## src/hw/mpd_pkg.sv

```systemverilog
package mpd_pkg;
  // datapath widths
  localparam int DATA_W = 16;
  localparam int ADDR_W = 12;
  localparam int UWORD_W = 32;
  localparam int NREG = 32;

  // microinstruction formats, bits 31:30
  typedef enum logic [1:0] {
    MPD_FMT_RR = 2'h0,
    MPD_FMT_RI = 2'h1,
    MPD_FMT_BBIT = 2'h2,
    MPD_FMT_BFLD = 2'h3
  } mpd_fmt_t;

  // field positions
  localparam int F_DST = 25;
  localparam int F_ASRC = 20;
  localparam int F_BSRC = 15;
  localparam int F_FUNC_RR = 12;
  localparam int F_CIN_RR = 10;
  localparam int F_SHIFT = 7;
  localparam int F_SOUT_EN = 6;
  localparam int F_SIN_EN = 5;
  localparam int F_DEC = 4;
  localparam int F_LINK_UNC = 3;
  localparam int F_LINK_CNT = 2;
  localparam int F_FUNC_RI = 18;
  localparam int F_CIN_RI = 16;
  localparam int F_BIT = 21;
  localparam int F_SENSE = 20;
  localparam int F_INDEX = 19;

  // arithmetic/boolean function select
  localparam logic [2:0] FN_ADD = 3'h0;
  localparam logic [2:0] FN_AND = 3'h1;
  localparam logic [2:0] FN_OR = 3'h2;
  localparam logic [2:0] FN_XOR = 3'h3;

  // carry-in select
  localparam logic [1:0] CIN_ZERO = 2'h0;
  localparam logic [1:0] CIN_PREV = 2'h1;
  localparam logic [1:0] CIN_ONE = 2'h2;

  // shift operations
  localparam logic [2:0] SH_NONE = 3'h0;
  localparam logic [2:0] SH_L1 = 3'h1;
  localparam logic [2:0] SH_R1 = 3'h2;
  localparam logic [2:0] SH_L8 = 3'h3;
  localparam logic [2:0] SH_R8 = 3'h4;
  localparam logic [2:0] SH_ROT8 = 3'h5;
  localparam logic [2:0] SH_SEXT = 3'h6;
  localparam logic [2:0] SH_AVG = 3'h7;

  // field test select
  localparam logic [1:0] FLD_LO = 2'h0;
  localparam logic [1:0] FLD_HI = 2'h1;
  localparam logic [1:0] FLD_WORD = 2'h2;

  // dedicated register addresses and condition bits
  localparam logic [4:0] REG_ZERO = 5'h00;
  localparam logic [4:0] REG_COND = 5'h01;
  localparam logic [4:0] REG_LINK = 5'h02;
  localparam int COND_CARRY = 0;
  localparam int COND_OVF = 1;
  localparam int COND_SHIFT = 2;
  localparam int CNT_LSB = 8;

  // bus register offsets
  localparam logic [7:0] OFS_CTRL = 8'h00;
  localparam logic [7:0] OFS_PC = 8'h04;
  localparam logic [7:0] OFS_COND = 8'h08;
  localparam logic [7:0] OFS_DBG_SEL = 8'h0c;
  localparam logic [7:0] OFS_DBG_DATA = 8'h10;

  // reset values
  localparam logic [ADDR_W-1:0] PC_RESET = 12'h000;
  localparam logic [DATA_W-1:0] REG_RESET = 16'h0000;

  // timing: one microinstruction per clock
  localparam int CYCLE_MAX_NS = 90;
  localparam int CLK_PERIOD_NS = 100;
  localparam int CYCLES_PER_UINSTR = (CYCLE_MAX_NS + CLK_PERIOD_NS - 1) / CLK_PERIOD_NS;
endpackage : mpd_pkg

```

## src/hw/mpd_core.sv

```systemverilog
// Function
// - thirty-two addressable sixteen-bit data registers
// - registers four to thirty-one may be absent
// - control-store constant replaces register operand
// - operand buses feed unit, shifter drives result
// - sixteen-bit adder reports carry and overflow
// - boolean unit does AND, OR, XOR
// - shifter transforms arithmetic or boolean result
// - taken branch targets microword or register two
// - test single bit, byte or word
// - counter decrements and tests in same step
// - whole microinstruction completes in one cycle
// - register zero reads zero, ignores writes
// - unconnected register reads zero on first bus
// - carry-in zero, previous carry, or one
// - register one holds conditions and counter
//
// The AHB-Lite slave port and the address map were left to the implementer.
`timescale 1ns/1ps
module mpd_core #(
  parameter logic [31:0] POPULATED = 32'hffff_ffff,
  parameter logic [31:0] A_CONNECTED = 32'h0000_00ff
) (
  input wire logic core_clk,
  input wire logic reset,
  output logic [mpd_pkg::ADDR_W-1:0] rom_addr,
  input wire logic [mpd_pkg::UWORD_W-1:0] rom_data,
  input wire logic hsel,
  input wire logic [31:0] haddr,
  input wire logic [1:0] htrans,
  input wire logic hwrite,
  input wire logic [2:0] hsize,
  input wire logic [31:0] hwdata,
  input wire logic hready,
  output logic [31:0] hrdata,
  output logic hreadyout,
  output logic hresp,
  output logic running
);
  localparam int DW = mpd_pkg::DATA_W;
  localparam int AW = mpd_pkg::ADDR_W;

  // state
  logic [AW-1:0] pc;
  logic [DW-1:0] regs [mpd_pkg::NREG];
  logic [DW-1:0] next_regs [mpd_pkg::NREG];
  logic [AW-1:0] next_pc;

  // bus-side control state
  logic run;
  logic next_run;
  logic [4:0] dbg_sel;
  logic [4:0] next_dbg_sel;

  // data phase bookkeeping
  logic [31:0] next_hrdata;
  logic wr_pend;
  logic next_wr_pend;
  logic [7:0] wr_addr;
  logic [7:0] next_wr_addr;

  // decoded microword
  logic [31:0] uw;
  mpd_pkg::mpd_fmt_t fmt;
  logic [4:0] dst;
  logic [4:0] a_src;
  logic [4:0] b_src;
  logic [2:0] func;
  logic [1:0] cin_sel;
  logic [2:0] shop;

  // operand, unit and result buses
  logic [DW-1:0] a_bus;
  logic [DW-1:0] b_bus;
  logic [DW-1:0] d_bus;
  logic [DW-1:0] ab_res;

  // adder and shifter flags
  logic [DW:0] sum;
  logic cin;
  logic carry_out;
  logic ovf;
  logic sh_out;
  logic sh_in;

  // sequencing and branch test
  logic is_alu;
  logic [7:0] cnt_dec;
  logic take_branch;
  logic [DW-1:0] test_val;
  logic [AW-1:0] br_target;

  // source read: absent slots and register zero read zero
  function automatic logic [DW-1:0] src_read(input logic [4:0] idx, input logic a_side,
                                             input logic [DW-1:0] rf [mpd_pkg::NREG]);
    logic [DW-1:0] v;
    v = rf[idx];
    if (idx == mpd_pkg::REG_ZERO || !POPULATED[idx]) begin
      v = '0;
    end
    if (a_side && !A_CONNECTED[idx]) begin
      v = '0;
    end
    return v;
  endfunction : src_read

  // field test: a zero field takes the branch when sense is set
  function automatic logic sense_hit(input logic is_zero, input logic sense);
    return is_zero == sense;
  endfunction : sense_hit

  // read-back word for a bus offset; unmapped offsets read zero
  function automatic logic [31:0] read_word(input logic [7:0] ofs, input logic run_bit,
                                            input logic [AW-1:0] pc_val, input logic [4:0] sel,
                                            input logic [DW-1:0] rf [mpd_pkg::NREG]);
    logic [31:0] v;
    unique case (ofs)
      mpd_pkg::OFS_CTRL: v = {31'h0000_0000, run_bit};
      mpd_pkg::OFS_PC: v = {20'h00000, pc_val};
      mpd_pkg::OFS_COND: v = {16'h0000, rf[mpd_pkg::REG_COND]};
      mpd_pkg::OFS_DBG_SEL: v = {27'h0000000, sel};
      mpd_pkg::OFS_DBG_DATA: v = {16'h0000, rf[sel]};
      default: v = 32'h0000_0000;
    endcase
    return v;
  endfunction : read_word

  assign uw = rom_data;
  assign fmt = mpd_pkg::mpd_fmt_t'(uw[31:30]);
  assign dst = uw[mpd_pkg::F_DST +: 5];
  assign a_src = uw[mpd_pkg::F_ASRC +: 5];
  assign b_src = uw[mpd_pkg::F_BSRC +: 5];
  assign is_alu = (fmt == mpd_pkg::MPD_FMT_RR) || (fmt == mpd_pkg::MPD_FMT_RI);

  // sequence address and run status
  assign rom_addr = pc;
  assign running = run;

  // zero wait states, always an okay response
  assign hreadyout = 1'b1;
  assign hresp = 1'b0;

  // operand buses; immediate format takes its constant on the second bus
  always_comb begin
    a_bus = src_read(a_src, 1'b1, regs);
    if (fmt == mpd_pkg::MPD_FMT_RI) begin
      b_bus = uw[DW-1:0];
      func = {1'b0, uw[mpd_pkg::F_FUNC_RI +: 2]};
      cin_sel = uw[mpd_pkg::F_CIN_RI +: 2];
      shop = mpd_pkg::SH_NONE;
    end else begin
      b_bus = src_read(b_src, 1'b0, regs);
      func = uw[mpd_pkg::F_FUNC_RR +: 3];
      cin_sel = uw[mpd_pkg::F_CIN_RR +: 2];
      shop = uw[mpd_pkg::F_SHIFT +: 3];
    end
  end

  // arithmetic/boolean unit
  always_comb begin
    unique case (cin_sel)
      mpd_pkg::CIN_PREV: cin = regs[mpd_pkg::REG_COND][mpd_pkg::COND_CARRY];
      mpd_pkg::CIN_ONE: cin = 1'b1;
      default: cin = 1'b0;
    endcase
    sum = {1'b0, a_bus} + {1'b0, b_bus} + {{DW{1'b0}}, cin};
    carry_out = sum[DW];
    ovf = (a_bus[DW-1] == b_bus[DW-1]) && (sum[DW-1] != a_bus[DW-1]);
    unique case (func)
      mpd_pkg::FN_AND: ab_res = a_bus & b_bus;
      mpd_pkg::FN_OR: ab_res = a_bus | b_bus;
      mpd_pkg::FN_XOR: ab_res = a_bus ^ b_bus;
      default: ab_res = sum[DW-1:0];
    endcase
  end

  // shifter on the unit output
  always_comb begin
    sh_in = uw[mpd_pkg::F_SIN_EN] & regs[mpd_pkg::REG_COND][mpd_pkg::COND_SHIFT];
    sh_out = 1'b0;
    d_bus = ab_res;
    unique case (shop)
      mpd_pkg::SH_L1: begin
        d_bus = {ab_res[DW-2:0], sh_in};
        sh_out = ab_res[DW-1];
      end
      mpd_pkg::SH_R1: begin
        d_bus = {sh_in, ab_res[DW-1:1]};
        sh_out = ab_res[0];
      end
      mpd_pkg::SH_L8: begin
        d_bus = {ab_res[7:0], 8'h00};
        sh_out = ab_res[8];
      end
      mpd_pkg::SH_R8: begin
        d_bus = {8'h00, ab_res[15:8]};
        sh_out = ab_res[7];
      end
      mpd_pkg::SH_ROT8: d_bus = {ab_res[7:0], ab_res[15:8]};
      mpd_pkg::SH_SEXT: d_bus = {ab_res[15:8], {8{ab_res[8]}}};
      mpd_pkg::SH_AVG: begin
        d_bus = {carry_out, ab_res[DW-1:1]};
        sh_out = ab_res[0];
      end
      default: d_bus = ab_res;
    endcase
  end

  // branch unit: bit, field or counter tests
  always_comb begin
    test_val = src_read(dst, 1'b0, regs);
    cnt_dec = regs[mpd_pkg::REG_COND][15:8] - 8'h01;
    br_target = uw[AW-1:0];
    if (uw[mpd_pkg::F_INDEX]) begin
      br_target = uw[AW-1:0] + regs[mpd_pkg::REG_LINK][AW-1:0];
    end
    take_branch = 1'b0;
    unique case (fmt)
      mpd_pkg::MPD_FMT_BBIT: begin
        take_branch = test_val[uw[mpd_pkg::F_BIT +: 4]] == uw[mpd_pkg::F_SENSE];
      end
      mpd_pkg::MPD_FMT_BFLD: begin
        unique case (uw[mpd_pkg::F_BIT +: 2])
          mpd_pkg::FLD_LO: take_branch = sense_hit(test_val[7:0] == 8'h00, uw[mpd_pkg::F_SENSE]);
          mpd_pkg::FLD_HI: take_branch = sense_hit(test_val[15:8] == 8'h00, uw[mpd_pkg::F_SENSE]);
          default: take_branch = sense_hit(test_val == 16'h0000, uw[mpd_pkg::F_SENSE]);
        endcase
      end
      // register format: link branch, unconditional or while counter not zero
      mpd_pkg::MPD_FMT_RR: begin
        br_target = regs[mpd_pkg::REG_LINK][AW-1:0];
        take_branch = uw[mpd_pkg::F_LINK_UNC] ||
                      (uw[mpd_pkg::F_LINK_CNT] && uw[mpd_pkg::F_DEC] && cnt_dec != 8'h00);
      end
      mpd_pkg::MPD_FMT_RI: take_branch = 1'b0;
    endcase
  end

  // next sequence address and register file
  always_comb begin
    next_pc = pc;
    for (int i = 0; i < mpd_pkg::NREG; i++) begin
      next_regs[i] = regs[i];
    end
    if (run) begin
      next_pc = take_branch ? br_target : pc + 12'h001;
      // destination write from the result bus
      if (is_alu && dst != mpd_pkg::REG_ZERO && POPULATED[dst]) begin
        next_regs[dst] = d_bus;
      end
      // condition/counter register: conditions never come from the result bus
      next_regs[mpd_pkg::REG_COND][7:0] = 8'h00;
      next_regs[mpd_pkg::REG_COND][2:0] = regs[mpd_pkg::REG_COND][2:0];
      // counter decrement; a load from the result bus wins
      if (is_alu && fmt == mpd_pkg::MPD_FMT_RR && uw[mpd_pkg::F_DEC]) begin
        next_regs[mpd_pkg::REG_COND][15:8] = cnt_dec;
      end
      if (is_alu && dst == mpd_pkg::REG_COND) begin
        next_regs[mpd_pkg::REG_COND][15:8] = d_bus[15:8];
      end
      if (is_alu && func == mpd_pkg::FN_ADD) begin
        next_regs[mpd_pkg::REG_COND][mpd_pkg::COND_CARRY] = carry_out;
        next_regs[mpd_pkg::REG_COND][mpd_pkg::COND_OVF] = ovf;
      end
      if (fmt == mpd_pkg::MPD_FMT_RR && uw[mpd_pkg::F_SOUT_EN] && shop != mpd_pkg::SH_NONE) begin
        next_regs[mpd_pkg::REG_COND][mpd_pkg::COND_SHIFT] = sh_out;
      end
    end
    // register zero never holds anything
    next_regs[mpd_pkg::REG_ZERO] = mpd_pkg::REG_RESET;
  end

  // single common edge for every piece of machine state
  always_ff @(posedge core_clk or posedge reset) begin
    if (reset) begin
      pc <= mpd_pkg::PC_RESET;
    end else begin
      pc <= next_pc;
    end
  end

  // register slots; absent slots stay at zero
  genvar g;
  generate
    for (g = 0; g < mpd_pkg::NREG; g++) begin : g_reg
      if (POPULATED[g] && g != 0) begin : g_pop
        always_ff @(posedge core_clk or posedge reset) begin
          if (reset) begin
            regs[g] <= mpd_pkg::REG_RESET;
          end else begin
            regs[g] <= next_regs[g];
          end
        end
      end else begin : g_abs
        assign regs[g] = mpd_pkg::REG_RESET;
      end
    end
  endgenerate

  // ahb-lite slave: zero wait states, writes land in the data phase
  always_comb begin
    next_run = run;
    next_dbg_sel = dbg_sel;
    next_hrdata = hrdata;
    next_wr_pend = 1'b0;
    next_wr_addr = wr_addr;
    // data phase of a write: apply the held address
    if (wr_pend) begin
      unique case (wr_addr)
        mpd_pkg::OFS_CTRL: next_run = hwdata[0];
        mpd_pkg::OFS_DBG_SEL: next_dbg_sel = hwdata[4:0];
        default: next_run = run;
      endcase
    end
    // address phase: latch the request, read data stands next cycle
    if (hsel && hready && htrans[1]) begin
      next_wr_pend = hwrite;
      next_wr_addr = haddr[7:0];
      next_hrdata = 32'h0000_0000;
      if (!hwrite) begin
        next_hrdata = read_word(haddr[7:0], run, pc, dbg_sel, regs);
      end
    end
  end

  // bus-side registers
  always_ff @(posedge core_clk or posedge reset) begin
    if (reset) begin
      run <= 1'b0;
      dbg_sel <= 5'h00;
      hrdata <= 32'h0000_0000;
      wr_pend <= 1'b0;
      wr_addr <= 8'h00;
    end else begin
      run <= next_run;
      dbg_sel <= next_dbg_sel;
      hrdata <= next_hrdata;
      wr_pend <= next_wr_pend;
      wr_addr <= next_wr_addr;
    end
  end
endmodule : mpd_core

```

## config.mk

```make
export PLATFORM = sky130hd
export DESIGN_NAME = mpd_core
export DESIGN_NICKNAME = d
export VERILOG_FILES = /design/src/hw/mpd_pkg.sv /design/src/hw/mpd_core.sv
export SDC_FILE = /design/constraint.sdc
export NUM_CORES = 2
export LEC_CHECK = 0
export BUFFER_PORTS_ARGS = -buffer_cell sky130_fd_sc_hd__buf_2
export CAP_MARGIN = 30
export CORE_ASPECT_RATIO = 1.25
export CORE_UTILIZATION = 50
export DETAILED_ROUTE_END_ITERATION = 10
export GPL_TIMING_DRIVEN = 0
export PLACE_DENSITY = 0.67
export SLEW_MARGIN = 10
export SYNTH_ARGS = -nofsm -noshare
export SYNTH_HDL_FRONTEND = slang
export SYNTH_SLANG_ARGS = --single-unit
```

## constraint.sdc

```tcl
create_clock -name core_clk -period 48.6 [get_ports core_clk]
set_input_delay 9.72 -clock core_clk [delete_from_list [all_inputs] [get_ports core_clk]]
set_output_delay 9.72 -clock core_clk [all_outputs]
set_load 0.01 [all_outputs]
```

==> key figures, run 1 <==
Run status
  • Status: stopped before the end
  • Failing step: global routing (5_1_grt)
  • Error Message: [ERROR GRT-0116] Global routing finished with congestion. Check the congestion regions in the DRC Viewer.

Clock network
  • # Post-CTS Setup Buffers: 0
  • CTS resizes: 0
  • Clock sinks: 534
  • H-tree depth: 2
  • Max clock buf depth: 3
  • Num CTS Buffers: 55
  • CTS Hold Bufs: 0
  • Root buf cell: clkbuf_16

Placed design
  • DP Wirelength: between 150000 and 200000 um
  • Port bufs: 74
  • Placed Area: 38600 um^2
  • Routability cong.: around 1.2
  • Place WS: 30.34 ns

Die
  • Rows: 110
  • Vert. Die Dim: 303 um
  • Initial Util: between 50 and 60%
  • IO Pins: 153
  • Die Width: ~240 um

Logic synthesis
  • Largest cells by area after synthesis: dfrtp_1 (37%), mux4_2 (18%), mux2i_1 (8.0%), o21ai_0 (7.9%), nand2_1 (6.7%)
  • Sequential fraction of the synthesis area: a little under two fifths
  • Most frequent cell after synthesis: nand2_1
  • Synth top area share: 36.9%
  • Prevailing post-synth register cell: dfrtp_1
  • Post-synth top area cell: dfrtp_1
  • Synth Cell Area: 36200 um^2
  • Warnings from Yosys: 0
  • Post-Syn Instances: around 3.6k
  • Async set-reset flop share out of synthesis: 100%
  • Syn_area_per_cell: between 9 and 10 um^2
  • Synth cell types: 77
  • Number of synthesized flops with an enable pin: 0
  • Commonest cells post-synth: nand2_1 (643), o21ai_0 (572), dfrtp_1 (534), mux2i_1 (290), mux4_2 (282)
  • #FFs+latches synth: 534

Global route
  • Grt ovf: 298
  • Vias in the first global route: roughly 39k
  • Largest net degree at the start of global routing: 116
  • First-pass GRT wire length: around 360000 um
  • GRT Overall Usage: roughly 70%
## stage by stage
| step | instances | util [%] |
|---|---|---|
| 4_1_cts | 4827 | 56.5 |
| 3_5_place_dp | 4725 | 53.8 |
| 3_3_place_gp | 4673 | 52.7 |
| 2_1_floorplan | 3647 | - |
## routing by layer
metal  global-route usage [%]  GRT overflow
met5                     21.3             1
met4                     61.9           123
met3                     52.8             7
met2                     89.2           167
met1                     74.2             0
## logic make-up after synthesis
| family | Yosys count | share of synthesized area, % |
|---|---|---|
| compound gates | 991 | 16.2 |
| simple gates | 976 | 11.8 |
| mux | 640 | 27.6 |
| flops | 534 | 36.9 |
| buf+inv | 423 | 5.24 |
| fa+ha+maj | 51 | 1.82 |
| xor+xnor | 14 | 0.338 |
| other cells | 2 | 0.0207 |
==> run 2: changes to the inputs <==
--- a/config.mk
+++ b/config.mk
@@ -7,11 +7,10 @@
 export LEC_CHECK = 0
 export BUFFER_PORTS_ARGS = -buffer_cell sky130_fd_sc_hd__buf_2
 export CAP_MARGIN = 30
-export CORE_ASPECT_RATIO = 1.25
-export CORE_UTILIZATION = 50
+export CORE_UTILIZATION = 35
 export DETAILED_ROUTE_END_ITERATION = 10
 export GPL_TIMING_DRIVEN = 0
-export PLACE_DENSITY = 0.67
+export PLACE_DENSITY_LB_ADDON = 0.15
 export SLEW_MARGIN = 10
 export SYNTH_ARGS = -nofsm -noshare
 export SYNTH_HDL_FRONTEND = slang
==> run 2 against run 1 <==
  * The run now ends clean
  * Synthesized cell count stayed put
  * Synthesized area unchanged
==> key figures, run 2 <==
Run status
  • Status: complete, no violations

Layout
  • Synth-to-layout area growth: 15.2%
  • Storage element area: around 13000 um^2
  • Commonest non-fill, non-tap cell in the layout: nand2_1
  • Biggest register: regs
  • Final core utilization: 40.9%
  • Nets: approximately 4k
  • Filler cell count: just over 10k
  • Most frequent cells in the layout: nand2_1 (643), o21ai_0 (568), dfrtp_1 (534), mux2i_1 (289), mux4_2 (282)
  • Multi-input logic area: around 21000 um^2
  • Final instance area: ~42000 um^2
  • Layout cells sized above 1: 19.0%
  • Max reg flops: about 490

Logic synthesis
  • Sequential fraction of the synthesis area: 36.9% (unchanged)
  • Post-Syn Instances: 3631 (unchanged)
  • #FFs+latches synth: 534 (unchanged)
  • Number of synthesized flops with an enable pin: 0 (unchanged)
  • Post-synth top area cell: dfrtp_1
  • Synth cell types: 77 (unchanged)
  • Synth top area share: 36.9% (unchanged)
  • Prevailing post-synth register cell: dfrtp_1
  • Most frequent cell after synthesis: nand2_1
  • Syn_area_per_cell: 9.98 um^2 (unchanged)
  • Async set-reset flop share out of synthesis: 100% (unchanged)
  • Largest cells by area after synthesis: dfrtp_1 (37%), mux4_2 (18%), mux2i_1 (8.0%), o21ai_0 (7.9%), nand2_1 (6.7%)
  • Commonest cells post-synth: nand2_1 (643), o21ai_0 (572), dfrtp_1 (534), mux2i_1 (290), mux4_2 (282)
  • Warnings from Yosys: 0 (unchanged)
  • Synth Cell Area: 36200 um^2 (unchanged)

Clock network
  • # Post-CTS Setup Buffers: 0 (unchanged)
  • H-tree depth: 3 (+1)
  • CTS resizes: 0 (unchanged)
  • Num CTS Buffers: 67 (+22%)
  • Max clock buf depth: 3 (unchanged)
  • Root buf cell: clkbuf_16
  • CTS tree: yes
  • Clock-pin slew on the worst setup and hold paths: roughly 0.070 ns
  • Worst-Skew Late Latency: ~0.7 ns
  • CTS Hold Bufs: 0 (unchanged)
  • Clock sinks: 534 (unchanged)

Run
  • Max-cap viol count: 0

STA
  • FMAX: roughly 56 MHz
  • Setup-failing EPs final: 0
  • Fin Hold WS: approximately 0.5 ns
  • Fin crit period: approximately 18 ns
  • Skew final: approximately 0.056 ns
  • Slew @ Worst Pin: 1.19 ns
  • Max Slew Vio Count: 0
  • Fin. Hold Viols: 0
  • Fin crit share: about 37%
  • Worst slew margin: 20.7%
  • Unrepaired setup endpoints after global routing: false
  • Setup_tns: 0 ns

Worst setup path
  • Required time worst endpoint: between 40 and 50 ns
  • Most common cell on crit path: clkbuf_1
  • WS Path Type: primary input to flop
  • CP max stage delay: 0.74 ns
  • CP delay by family, top: buffers and inverters
  • CP max FO: 10
  • Worst path arrival time: between 15 and 20 ns
  • CP Capture Type: flop
  • CP Launch Type: primary input
  • Crit-path slowest cell: clkbuf_1
  • WP buf/inv: 9

Placed design
  • DP Wirelength: 196000 um (+12%)
  • Routability cong.: 1.08 (-9.6%)
  • Port bufs: 74 (unchanged)
  • Placed Area: 39300 um^2 (+1.8%)

Route
  • Post-DRT Antenna Nets: 0
  • Avg WL per Cell: approximately 47 um
  • Drt total wl: roughly 250000 um
  • Iteration-0 DRC count of the detailed router: between 5k and 6k
  • Drt pass-1 iters: 9
  • Total number of vias: approximately 36k
  • Routed vias/inst: slightly below 7
  • Post-route DRC: 0

Global route
  • Grt ovf: 0
  • Largest net degree at the start of global routing: 100
  • Vias in the first global route: between 30k and 40k
  • GRT Overall Usage: between 40% and 50%
  • First-pass GRT wire length: approximately 320000 um
  • Antenna violations before repair: 37

Die
  • Rows: 117 (+6.4%)
  • Vert. Die Dim: 324 um (+6.9%)
  • Die Width: 324 um (+33%)
  • Core area: ~100000 um^2
  • IO Pins: 153 (unchanged)
  • Initial Util: 35.5% (-15 points)
  • Die ar.: 105000 um^2

Pwr
  • Power Density: just over 40 nW/um^2
  • Net Sw Power: between 700 and 800 uW
  • Gate power share: between 30% and 40%
  • Lkg Pwr: approximately 17 nW
  • Power Total: ~1.7 mW
  • Power Internal: ~1.0 mW
  • Sw frac: about two fifths
  • Seq pwr share: between 30% and 40%
  • Worst VDD drop: 0.0000311 V
  • Clock share of power: between 30% and 40%

Min path
  • Min-Delay Path Class: flop to flop
-- run 2: cell counts after synthesis --
No cell type changed its count.
-- run 2: power by group through the flow --
stage | Clock, mW | Combinational, mW | Sequential [mW]
5_1_grt | 0.555 | 0.528 | 0.649
6_report | 0.539 | 0.519 | 0.651
2_1_floorplan | 0 | 0.261 | 0.579
4_1_cts | 0.541 | 0.491 | 0.641
3_5_place_dp | 0 | 0.490 | 0.649
3_3_place_gp | 0 | 0.477 | 0.648
-- run 2: per-stage QoR --
stage	instances	setup WS, ns
floorplan	3647	23.96
global placement	5089	16.55
detailed placement	5156	30.42
CTS	5272	31.10
global route	5279	30.43
finish	5299	30.71
-- run 2: kinds of logic (layout without fill, tap and decap cells) --
logic type / after synthesis / after routing / synth area share [%]
XOR/XNOR: 14 / 14 / 0.338
AND/OR/NAND/NOR: 976 / 976 / 11.8
flip-flops: 534 / 534 / 36.9
adder cells (fa/ha/maj): 51 / 51 / 1.82
other: 2 / 39 / 0.0207
AO/OA/AOI/OAI: 991 / 991 / 16.2
buffers and inverters: 423 / 686 / 5.24
multiplexers: 640 / 640 / 27.6
-- run 2: final timing paths --
check | from | endpoint | slack [ns] | cells after the start
worst max-delay path | rom_data[15] | regs[469] | 30.71 | 25
worst min-delay path | hrdata[4] | hrdata[4] | 0.50 | 1
worst max register to register | regs[465] | regs[469] | 41.40 | 24
worst min register to register | hrdata[4] | hrdata[4] | 0.50 | 1
max in group asynchronous | reset | regs[432] | 37.52 | 5
min in group asynchronous | reset | regs[211] | 9.09 | 2
-- run 2: layout make-up --
type	count	area share (%)
diodes	21	0.126
plain buffers	363	4.06
clock buffers	93	4.69
clock inverters	23	0.845
inverters	60	0.557
multi-input cells	2690	50.6
flip-flops and latches	534	32.0
well taps	1368	4.10
repair buffers	147	3.06
-- run 2: per-layer routing --
| layer | routed length [um] | GRT usage (%) | share of wire [%] | up-vias |
|---|---|---|---|---|
| met3 | 26200 | 15.8 | 11 | 776 |
| met2 | 105000 | 69.0 | 43 | 2611 |
| met4 | 23200 | 36.9 | 9.4 | 22 |
| met5 | 376 | 1.39 | 0.15 | - |
| li1 | - | - | - | 14000 |
| met1 | 91900 | 56.6 | 37 | 18600 |
Power figures use the tool's default switching activity.
